## config.mk

```make
export PLATFORM = sky130hd
export DESIGN_NAME = calib_status_regs
export DESIGN_NICKNAME = d
export VERILOG_FILES = /design/src/shared/calq_pkg.sv /design/src/status_node.sv /design/src/calib_status_regs.sv
export SDC_FILE = /design/constraint.sdc
export NUM_CORES = 2
export LEC_CHECK = 0
export BUFFER_PORTS_ARGS = -buffer_cell sky130_fd_sc_hd__clkbuf_2
export CAP_MARGIN = 10
export CORE_UTILIZATION = 30
export CTS_CLUSTER_DIAMETER = 40
export CTS_CLUSTER_SIZE = 24
export DETAILED_ROUTE_END_ITERATION = 12
export PLACE_DENSITY_LB_ADDON = 0.05
export SYNTH_ARGS = -nofsm -noshare
export SYNTH_HDL_FRONTEND = slang
export SYNTH_SLANG_ARGS = --single-unit
```

## constraint.sdc

```tcl
create_clock -name CLK -period 6.2 [get_ports CLK]
set_clock_uncertainty 0.15 [all_clocks]
set_input_delay 0.31 -clock CLK [delete_from_list [all_inputs] [get_ports CLK]]
set_output_delay 0.31 -clock CLK [all_outputs]
set_load 0.05 [all_outputs]
```

## src/shared/calq_pkg.sv

```systemverilog
// Constants, address map and carriers for the calibration status register tree.
// Assumes a 32-bit APB slave port and one clock; no timing constants are needed.
package calq_pkg;

  // ****************************************************************
  // Tree shape
  // ****************************************************************
  localparam int DATA_W = 32;
  localparam int FLD_W = 15;
  localparam int NUM_CH = 4;
  localparam int KINDS_PER_CH = 4;
  localparam int NUM_LEAF = NUM_CH * KINDS_PER_CH;
  localparam int CAL_NODE = 0;
  localparam int CH_NODE_BASE = 1;
  localparam int LEAF_NODE_BASE = CH_NODE_BASE + NUM_CH;
  localparam int NUM_NODES = LEAF_NODE_BASE + NUM_LEAF;

  // Leaf order inside one channel, which is also the parent's condition bit
  localparam int KIND_AD = 0;
  localparam int KIND_DELAY = 1;
  localparam int KIND_GAIN = 2;
  localparam int KIND_HYST = 3;

  typedef logic [FLD_W-1:0] field_t;

  // ****************************************************************
  // Reset and preset values
  // ****************************************************************
  // Bit 15 is reserved and never stored, so it always reads zero
  localparam field_t MASK_RST = 15'h0000;
  localparam field_t PRESET_MASK = 15'h7fff;
  localparam field_t FIELD_ZERO = 15'h0000;

  // ****************************************************************
  // Address map
  // ****************************************************************
  localparam int ADDR_W = 12;
  localparam int AREA_LSB = 10;
  localparam int AREA_W = 2;
  localparam int NODE_LSB = 4;
  localparam int NODE_W = 6;
  localparam int SEL_LSB = 2;
  localparam int SEL_W = 2;

  localparam logic [1:0] AREA_NODE = 2'h0;
  localparam logic [1:0] AREA_CTRL = 2'h1;
  localparam logic [1:0] SEL_COND = 2'h0;
  localparam logic [1:0] SEL_EVENT = 2'h1;
  localparam logic [1:0] SEL_ENABLE = 2'h2;
  localparam logic [1:0] CTRL_PRESET = 2'h0;
  localparam logic [1:0] CTRL_IRQ_STATUS = 2'h1;
  localparam logic [1:0] CTRL_IRQ_MASK = 2'h2;

  // ****************************************************************
  // Control fields
  // ****************************************************************
  localparam int PRESET_BIT = 0;
  localparam int IRQ_W = 2;
  localparam int IRQ_SUM_RISE = 0;
  localparam int IRQ_BAD_ADDR = 1;
  localparam logic [IRQ_W-1:0] IRQ_RST = 2'h0;
  localparam logic [DATA_W-1:0] RDATA_RST = 32'h0000_0000;

  // ****************************************************************
  // Carriers
  // ****************************************************************
  typedef struct packed {
    field_t ev;
    field_t mask;
  } node_view_s;

  typedef struct packed {
    logic mask_we;
    logic preset;
    field_t wdata;
    field_t ev_clr;
  } node_ctl_s;

endpackage : calq_pkg

```

## src/status_node.sv

```systemverilog
// One status node: live condition, latched rising-edge events, enable mask.
// Assumes the condition input is synchronous to clk and that clears name only reported bits.
`timescale 1ns/10ps

module status_node (
  // Clock and reset
  input wire logic clk,
  input wire logic rst_b,
  // Live condition and control
  input wire calq_pkg::field_t cond,
  input wire calq_pkg::node_ctl_s ctl,
  // Stored state and summary
  output calq_pkg::node_view_s view,
  output logic summary
);

  typedef struct packed {
    calq_pkg::field_t prev;
    calq_pkg::field_t ev;
    calq_pkg::field_t mask;
  } node_state_s;

  node_state_s st;
  node_state_s next_st;

  always_comb begin
    next_st = st;
    next_st.prev = cond;
    // A rise in the clearing cycle survives: set is ORed after the clear
    next_st.ev = (st.ev & ~ctl.ev_clr) | (cond & ~st.prev); // RULE_05 RULE_06
    if (ctl.preset) begin
      next_st.mask = calq_pkg::PRESET_MASK; // RULE_14
    end else if (ctl.mask_we) begin
      next_st.mask = ctl.wdata; // RULE_03
    end
  end

  always_ff @(posedge clk) begin
    if (!rst_b) begin
      st <= '{prev: calq_pkg::FIELD_ZERO, ev: calq_pkg::FIELD_ZERO, mask: calq_pkg::MASK_RST};
    end else begin
      st <= next_st;
    end
  end

  assign view = '{ev: st.ev, mask: st.mask}; // RULE_01
  assign summary = |(st.ev & st.mask); // RULE_15 RULE_03

endmodule : status_node

```

## src/calib_status_regs.sv

```systemverilog
// Calibration branch of the questionable status tree behind an APB slave.
// Assumes leaf conditions arrive synchronous to CLK; the APB master follows APB3 signalling.
`timescale 1ns/10ps

// What this block does
// RULE_01: Each node has condition, event, enable registers.
// RULE_02: Condition read returns live status bits.
// RULE_03: Enable write loads mask gating upward summary.
// RULE_04: Enable read returns mask, leaves it unchanged.
// RULE_05: Events latch only rising condition edges.
// RULE_06: Event read returns bits and clears them.
// RULE_07: Calibration summary node feeds questionable register.
// RULE_08: One summary node per channel, four channels.
// RULE_09: Per-channel A/D node feeds channel node.
// RULE_10: Per-channel delay node feeds channel node.
// RULE_11: Per-channel gain node feeds channel node.
// RULE_12: Per-channel hysteresis node feeds channel node.
// RULE_13: Bits 0-14 weigh 1..16384, bit 15 reserved.
// RULE_14: Preset sets all enables, events untouched.
// RULE_15: Parent condition bit is OR of child's masked events.
module calib_status_regs (
  // Clock and reset
  input wire logic CLK,
  input wire logic RST_B,
  // APB slave
  input wire logic PSEL,
  input wire logic PENABLE,
  input wire logic PWRITE,
  input wire logic [calq_pkg::ADDR_W-1:0] PADDR,
  input wire logic [calq_pkg::DATA_W-1:0] PWDATA,
  output logic PREADY,
  output logic [calq_pkg::DATA_W-1:0] PRDATA,
  output logic PSLVERR,
  // Live calibration status of every leaf, channel-major, A/D first
  input wire calq_pkg::field_t [calq_pkg::NUM_LEAF-1:0] LEAF_COND,
  // Upward summary and interrupt
  output logic QUES_CAL_SUMMARY,
  output logic IRQ
);

  // ****************************************************************
  // State
  // ****************************************************************
  typedef struct packed {
    logic [calq_pkg::DATA_W-1:0] rdata;
    logic err;
    logic [calq_pkg::IRQ_W-1:0] irq_status;
    logic [calq_pkg::IRQ_W-1:0] irq_mask;
    logic sum_prev;
  } top_state_s;

  top_state_s st;
  top_state_s next_st;

  calq_pkg::field_t [calq_pkg::NUM_NODES-1:0] node_cond;
  calq_pkg::node_view_s [calq_pkg::NUM_NODES-1:0] node_view;
  calq_pkg::node_ctl_s [calq_pkg::NUM_NODES-1:0] node_ctl;
  logic [calq_pkg::NUM_NODES-1:0] node_sum;

  // ****************************************************************
  // Address decode
  // ****************************************************************
  logic [calq_pkg::AREA_W-1:0] area;
  logic [calq_pkg::NODE_W-1:0] node_idx;
  logic [calq_pkg::SEL_W-1:0] sel;
  logic node_hit;
  logic ctrl_hit;
  logic addr_ok;
  logic setup;
  logic access;
  logic wr_access;
  logic rd_access;

  assign area = PADDR[calq_pkg::AREA_LSB +: calq_pkg::AREA_W];
  assign node_idx = PADDR[calq_pkg::NODE_LSB +: calq_pkg::NODE_W];
  assign sel = PADDR[calq_pkg::SEL_LSB +: calq_pkg::SEL_W];

  // Each node owns a 16-byte slot; the fourth word of a slot is unmapped
  assign node_hit = (area == calq_pkg::AREA_NODE) && (int'(node_idx) < calq_pkg::NUM_NODES)
                    && (sel != 2'h3);
  // Control words share slot zero of their area
  assign ctrl_hit = (area == calq_pkg::AREA_CTRL) && (node_idx == '0) && (sel != 2'h3);
  assign addr_ok = node_hit || ctrl_hit;

  assign setup = PSEL && !PENABLE;
  assign access = PSEL && PENABLE;
  // Zero wait states; an errored access changes no register but the IRQ_BAD_ADDR status bit
  assign wr_access = access && PWRITE && !st.err;
  assign rd_access = access && !PWRITE && !st.err;

  // ****************************************************************
  // Read data selection
  // ****************************************************************
  function automatic logic [calq_pkg::DATA_W-1:0] zext(input calq_pkg::field_t f);
    zext = {{(calq_pkg::DATA_W - calq_pkg::FLD_W){1'b0}}, f}; // RULE_13
  endfunction : zext

  logic [calq_pkg::DATA_W-1:0] rd_mux;

  always_comb begin
    rd_mux = calq_pkg::RDATA_RST;
    if (node_hit) begin
      unique case (sel)
        calq_pkg::SEL_COND: rd_mux = zext(node_cond[node_idx]); // RULE_02
        calq_pkg::SEL_EVENT: rd_mux = zext(node_view[node_idx].ev); // RULE_06
        calq_pkg::SEL_ENABLE: rd_mux = zext(node_view[node_idx].mask); // RULE_04
        default: rd_mux = calq_pkg::RDATA_RST;
      endcase
    end else if (ctrl_hit) begin
      unique case (sel)
        calq_pkg::CTRL_IRQ_STATUS: rd_mux = {{(calq_pkg::DATA_W - calq_pkg::IRQ_W){1'b0}}, st.irq_status};
        calq_pkg::CTRL_IRQ_MASK: rd_mux = {{(calq_pkg::DATA_W - calq_pkg::IRQ_W){1'b0}}, st.irq_mask};
        // Preset is a strobe, nothing to read back
        default: rd_mux = calq_pkg::RDATA_RST;
      endcase
    end
  end

  // ****************************************************************
  // Node control strobes
  // ****************************************************************
  logic preset_wr;

  assign preset_wr = wr_access && ctrl_hit && (sel == calq_pkg::CTRL_PRESET)
                     && PWDATA[calq_pkg::PRESET_BIT];

  always_comb begin
    for (int n = 0; n < calq_pkg::NUM_NODES; n++) begin
      node_ctl[n].preset = preset_wr; // RULE_14
      node_ctl[n].wdata = PWDATA[calq_pkg::FLD_W-1:0]; // RULE_13
      node_ctl[n].mask_we = wr_access && node_hit && (int'(node_idx) == n)
                            && (sel == calq_pkg::SEL_ENABLE); // RULE_03
      // Clear exactly what the read returned, so a bit that rose after the
      // data was captured in the setup cycle is reported next time
      node_ctl[n].ev_clr = (rd_access && node_hit && (int'(node_idx) == n)
                            && (sel == calq_pkg::SEL_EVENT))
                           ? st.rdata[calq_pkg::FLD_W-1:0] : calq_pkg::FIELD_ZERO; // RULE_06
    end
  end

  // ****************************************************************
  // Node tree
  // ****************************************************************
  for (genvar n = 0; n < calq_pkg::NUM_NODES; n++) begin : g_node
    if (n >= calq_pkg::LEAF_NODE_BASE) begin : g_leaf
      // Leaves take live calibration status from the channel hardware
      assign node_cond[n] = LEAF_COND[n - calq_pkg::LEAF_NODE_BASE]; // RULE_09 RULE_10 RULE_11 RULE_12
    end else if (n >= calq_pkg::CH_NODE_BASE) begin : g_chan
      // Bits follow leaf kind: A/D, delay, gain, hysteresis
      assign node_cond[n] = calq_pkg::field_t'(node_sum[calq_pkg::LEAF_NODE_BASE
                            + (n - calq_pkg::CH_NODE_BASE) * calq_pkg::KINDS_PER_CH
                            +: calq_pkg::KINDS_PER_CH]); // RULE_08 RULE_15
    end else begin : g_cal
      // Bit c summarises channel c, whose summary node is c+1
      assign node_cond[n] = calq_pkg::field_t'(node_sum[calq_pkg::CH_NODE_BASE
                            +: calq_pkg::NUM_CH]); // RULE_07 RULE_15
    end

    status_node u_node (
      .clk(CLK),
      .rst_b(RST_B),
      .cond(node_cond[n]),
      .ctl(node_ctl[n]),
      .view(node_view[n]),
      .summary(node_sum[n])
    ); // RULE_01
  end

  // ****************************************************************
  // Register update
  // ****************************************************************
  logic sum_rise;
  logic bad_access;
  logic [calq_pkg::IRQ_W-1:0] irq_set;
  logic [calq_pkg::IRQ_W-1:0] irq_clr;

  assign sum_rise = node_sum[calq_pkg::CAL_NODE] && !st.sum_prev;
  assign bad_access = access && st.err;

  always_comb begin
    irq_set = '0;
    irq_set[calq_pkg::IRQ_SUM_RISE] = sum_rise;
    irq_set[calq_pkg::IRQ_BAD_ADDR] = bad_access;
    irq_clr = (wr_access && ctrl_hit && (sel == calq_pkg::CTRL_IRQ_STATUS))
              ? PWDATA[calq_pkg::IRQ_W-1:0] : '0;
  end

  always_comb begin
    next_st = st;
    next_st.sum_prev = node_sum[calq_pkg::CAL_NODE];
    // Read data and error are captured in the setup cycle and held through access
    if (setup) begin
      next_st.rdata = PWRITE ? calq_pkg::RDATA_RST : rd_mux;
      next_st.err = !addr_ok;
    end
    // Write-one-to-clear; a new event in the same cycle stays set
    next_st.irq_status = (st.irq_status & ~irq_clr) | irq_set;
    if (wr_access && ctrl_hit && (sel == calq_pkg::CTRL_IRQ_MASK)) begin
      next_st.irq_mask = PWDATA[calq_pkg::IRQ_W-1:0];
    end
  end

  always_ff @(posedge CLK) begin
    if (!RST_B) begin
      st <= '{rdata: calq_pkg::RDATA_RST, err: 1'b0, irq_status: calq_pkg::IRQ_RST,
              irq_mask: calq_pkg::IRQ_RST, sum_prev: 1'b0};
    end else begin
      st <= next_st;
    end
  end

  // ****************************************************************
  // Outputs
  // ****************************************************************
  assign PREADY = access;
  assign PRDATA = st.rdata;
  assign PSLVERR = access && st.err;
  assign QUES_CAL_SUMMARY = node_sum[calq_pkg::CAL_NODE]; // RULE_07
  assign IRQ = |(st.irq_status & st.irq_mask);

endmodule : calib_status_regs

```

==> flow_summary.html <==
<table>
<tr><th>Metric</th><th>Value</th></tr>
<tr><th colspan="2">Run status</th></tr>
<tr><td>Result of the run</td><td>completed</td></tr>
<tr><th colspan="2">Place</th></tr>
<tr><td>Number of buffers added on ports</td><td>approximately 290</td></tr>
<tr><td>DPL Wire Length</td><td>roughly 160000 um</td></tr>
<tr><td>Global placement routability congestion</td><td>0.969</td></tr>
<tr><td>Post-Place Cell Area</td><td>roughly 45000 um2</td></tr>
<tr><th colspan="2">Global route</th></tr>
<tr><td>Initial antenna violation count</td><td>18</td></tr>
<tr><td>GRT overflow</td><td>0</td></tr>
<tr><td>Maximum number of pins on one net before global-route repair</td><td>roughly 180</td></tr>
<tr><td>Total Routing Usage GR</td><td>30.1%</td></tr>
<tr><td>Number of global-route vias before repair</td><td>~34000</td></tr>
<tr><td>Wire length of the first global-routing pass</td><td>just under 300000 um</td></tr>
<tr><th colspan="2">Floorplanning</th></tr>
<tr><td>Die area</td><td>about 140000 um2</td></tr>
<tr><td>Top-level port count</td><td>between 300 and 400</td></tr>
<tr><td>Count of standard-cell rows</td><td>around 140</td></tr>
<tr><td>Initial core utilization</td><td>between 30 and 40%</td></tr>
<tr><td>DIE WIDTH</td><td>~380 um</td></tr>
<tr><td>Area of the placeable core</td><td>139000 um2</td></tr>
<tr><td>Die Ht</td><td>between 300 and 400 um</td></tr>
<tr><th colspan="2">Clock network</th></tr>
<tr><td>Maximum buffer depth of the clock tree</td><td>3</td></tr>
<tr><td>Total clock buffers created by CTS</td><td>~180</td></tr>
<tr><td>Root cell of the clock tree</td><td>clkbuf_16</td></tr>
<tr><td>Clock latency on the worst-skew pair</td><td>~0.80 ns</td></tr>
<tr><td>Number of instances resized during post-cts repair</td><td>0</td></tr>
<tr><td>TritonCTS clock tree</td><td>done</td></tr>
<tr><td>Post CTS Setup Buffer Count</td><td>0</td></tr>
<tr><td>Count of clock tree sinks</td><td>911</td></tr>
<tr><td>Clock-pin transition on the worst setup and hold timing paths</td><td>~0.05 ns</td></tr>
<tr><td>CTS H-Tree Depth</td><td>4</td></tr>
<tr><th colspan="2">Worst setup path</th></tr>
<tr><td>Worst EP arrival</td><td>4.47 ns</td></tr>
<tr><td>Endpoint class of the critical path</td><td>flip-flop</td></tr>
<tr><td>Reg-to-reg startpoint</td><td>st[5]</td></tr>
<tr><td>Most prevalent standard cell on the critical path</td><td>or4b_1</td></tr>
<tr><td>Startpoint type of the worst setup path</td><td>flip-flop</td></tr>
<tr><td>Cell family contributing the most delay on the critical path</td><td>simple AND/OR/NAND/NOR gates</td></tr>
<tr><td>Largest stage delay on the critical path</td><td>~0.9 ns</td></tr>
<tr><td>Beginning of the critical path</td><td>st[5]</td></tr>
<tr><td>Critical path cell sequence</td><td>or4b_1, or4b_1, nor4_4, buf_4, a21boi_0, o21a_1</td></tr>
<tr><td>Setup slack, reg-to-reg</td><td>about 2.3 ns</td></tr>
<tr><td>Required time at the worst-slack endpoint</td><td>6.73 ns</td></tr>
<tr><td>Largest driver fanout on the critical path</td><td>8</td></tr>
<tr><td>CP bufs+invs</td><td>1</td></tr>
<tr><td>Slowest cell on the critical path</td><td>nor4_4</td></tr>
<tr><td>Worst setup path class</td><td>flip-flop to flip-flop</td></tr>
<tr><th colspan="2">Cells and area</th></tr>
<tr><td>Number of fill cells</td><td>approximately 14000</td></tr>
<tr><td>Ratio of cells with drive above 1 in the final layout</td><td>a little over a fifth</td></tr>
<tr><td>Synth-to-layout area growth</td><td>28.9%</td></tr>
<tr><td>NumNets Final</td><td>4755</td></tr>
<tr><td>Cell area after layout</td><td>~54000 um2</td></tr>
<tr><th colspan="2">Detailed routing</th></tr>
<tr><td>Number of design-rule violations left by the first detailed-router iteration</td><td>around 4200</td></tr>
<tr><td>Aggregate routed wire length</td><td>218000 um</td></tr>
<tr><td>Ratio of routed vias to standard cells</td><td>approximately 5.5</td></tr>
<tr><td>Detail Route Antenna Nets</td><td>0</td></tr>
<tr><td>DRC violations left</td><td>0</td></tr>
<tr><td>Number of vias after detailed routing</td><td>35800</td></tr>
<tr><td>Wirelength per Cell</td><td>about 33 um</td></tr>
<tr><td>DRT Pass-1 Iters</td><td>8</td></tr>
<tr><th colspan="2">Timing</th></tr>
<tr><td>Slew headroom</td><td>approximately 20%</td></tr>
<tr><td>Clock period minus worst slack</td><td>about 3.9 ns</td></tr>
<tr><td>RSZ-0062 raised after global routing</td><td>false</td></tr>
<tr><td>Period utilisation layout</td><td>between 60% and 70%</td></tr>
<tr><td>Fmax</td><td>254 MHz</td></tr>
<tr><td>Final Hold Viols</td><td>0</td></tr>
<tr><td>Tightest Pin Transition</td><td>around 1.2 ns</td></tr>
<tr><td>Final setup violation count</td><td>0</td></tr>
<tr><td>Max-slew violation total from the final report</td><td>0</td></tr>
<tr><td>Total Neg Setup Slack</td><td>0 ns</td></tr>
<tr><th colspan="2">Logic synthesis</th></tr>
<tr><td>Area fraction of the dominant cell type after synthesis</td><td>between 40% and 50%</td></tr>
<tr><td>Share of synthesized registers carrying an async set or reset</td><td>0%</td></tr>
<tr><td>Post-synthesis instance total</td><td>around 4000</td></tr>
<tr><td>Number of warnings issued by yosys</td><td>0</td></tr>
<tr><td>Most used flip-flop cell after synthesis</td><td>dfxtp_1</td></tr>
<tr><td>Mean Syn Cell Area</td><td>10.5 um2</td></tr>
<tr><td>Top cells by count, synth</td><td>dfxtp_1, a21boi_0, mux2i_1, and2_1, clkbuf_1</td></tr>
<tr><td>Sequential share of the synthesized area</td><td>between 40% and 50%</td></tr>
<tr><td>Biggest area consumer among synthesized cells</td><td>dfxtp_1</td></tr>
<tr><td>Summed instance area of the synthesized netlist</td><td>roughly 42000 um2</td></tr>
<tr><td>Top cells by area in the synthesized netlist</td><td>dfxtp_1, mux4_2, a21boi_0</td></tr>
<tr><td>Count of flip-flops with a built-in enable after synthesis</td><td>0</td></tr>
<tr><td>Top-count cell post-synth</td><td>dfxtp_1</td></tr>
<tr><td>Post-synthesis sequential element count</td><td>approximately 900</td></tr>
<tr><td>Netlist cell types</td><td>64</td></tr>
<tr><th colspan="2">Job</th></tr>
<tr><td>Max-cap violation count</td><td>0</td></tr>
<tr><th colspan="2">Power</th></tr>
<tr><td>Fraction of power spent switching nets</td><td>about a quarter</td></tr>
<tr><td>Cell-internal power</td><td>13.7 mW</td></tr>
<tr><td>Sequential fraction of design power</td><td>between 30% and 40%</td></tr>
<tr><td>Clock share of power</td><td>between 50% and 60%</td></tr>
<tr><td>Peak supply drop</td><td>0.211 mV</td></tr>
<tr><td>Combinational share of power</td><td>7.5%</td></tr>
<tr><td>Cell leakage power</td><td>20.2 nW</td></tr>
<tr><td>NetSw</td><td>about 4.7 mW</td></tr>
<tr><td>Total power per unit cell area</td><td>around 340 nW/um2</td></tr>
<tr><th colspan="2">Worst hold path</th></tr>
<tr><td>Kind of path behind the tightest hold check</td><td>input pin to flip-flop</td></tr>
<tr><td>Worst hold path startpoint</td><td>PADDR[10]</td></tr>
</table>
[path summary, 6_finish.rpt]
kind / end / cells after the start
min: st[5] / 5
min reg2reg: g_node[1].u_node.view[25] / 2
max reg2reg: g_node[16].u_node.view[29] / 6
max: g_node[16].u_node.view[29] / 6
[flip-flops by register name, indices dropped and copies added, names as in the netlist]
| register | cells |
|---|---|
| g_node.u_node.st | 260 |
| g_node.u_node.view | 630 |
| st | 6 |
| PRDATA | 15 |
[per-stage QoR]
stage	setup slack, ns	hold slack, ns	cells	power (mW)	util, %
floorplan	3.43	0.271	4020	6.99	-
global placement	1.66	0.287	5904	7.70	32.4
detailed placement	1.63	0.288	5904	7.70	32.4
CTS	2.30	0.0184	6491	18.5	38.9
global route	2.20	0.0975	6492	18.8	38.9
finish	2.27	0.0698	6508	18.3	39.0
[cells by family after synthesis]
kind of cell	share of synthesized area [%]
multiplexers	18.6
adder cells (fa/ha/maj)	0.119
AO/OA/AOI/OAI	21.0
other	0.00891
AND/OR/NAND/NOR	12.7
buffers and inverters	4.20
flip-flops	43.3
[routing by layer]
layer  vias to the layer above  part of all wire (%)  track usage [%]
met5                         -                     0                0
met2                      1619                    41             42.1
met4                         0                   2.4             7.74
met3                       250                   8.4             7.05
li1                      15600                     -                -
met1                     18300                    48             45.6
[worst register-to-register path, cell delays in order, from the launching register on]
cell      delay, ns
dfxtp_1        0.42
or4b_1         0.77
or4b_1         0.90
nor4_4         0.92
buf_4          0.35
a21boi_0       0.11
o21a_1         0.20
[cell type report]
class	instances	area, um2	share of cell area (%)
inverters	26	97.6	0.180
diodes	17	42.5	0.0784
clock buffers	215	4870	8.97
multi-input cells	2714	22200	40.9
flip-flops and latches	911	18200	33.6
well taps	1876	2350	4.32
clock inverters	121	1690	3.10
repair buffers	628	4780	8.81
[power by group through the flow]
stage | Sequential, mW | Combinational [mW] | Clock [mW]
6_report | 6.38 | 1.38 | 10.6
5_1_grt | 6.37 | 1.45 | 11.0
4_1_cts | 6.34 | 1.37 | 10.7
3_5_place_dp | 6.46 | 1.24 | 0
3_3_place_gp | 6.46 | 1.24 | 0
2_1_floorplan | 6.26 | 0.735 | 0
[placed cells by master, fill, tap and decap left out, types with 21 or more instances in the layout]
cell	n
nand2_1	145
clkinvlp_4	29
o21a_1	107
nor2b_1	165
clkbuf_16	183
inv_1	22
a21boi_0	518
nor2_1	38
buf_4	79
a31oi_1	41
a221o_1	42
bufinv_16	33
a21oi_1	88
dfxtp_1	911
a22oi_1	143
mux2_2	31
mux4_2	191
o21ai_0	169
a222oi_1	21
mux2i_1	319
clkbuf_2	284
clkinv_2	29
and2_1	263
nand3_1	43
dlygate4sd3_1	251
nand4_1	24
or2_2	22
nand2b_1	133
[repair_timing]
item                                    4_1_cts  5_1_grt
hold endpoints to repair                    567        0
hold buffers                                251        0
endpoints found under the setup margin        0        0
(Power assumes the default switching activity.)
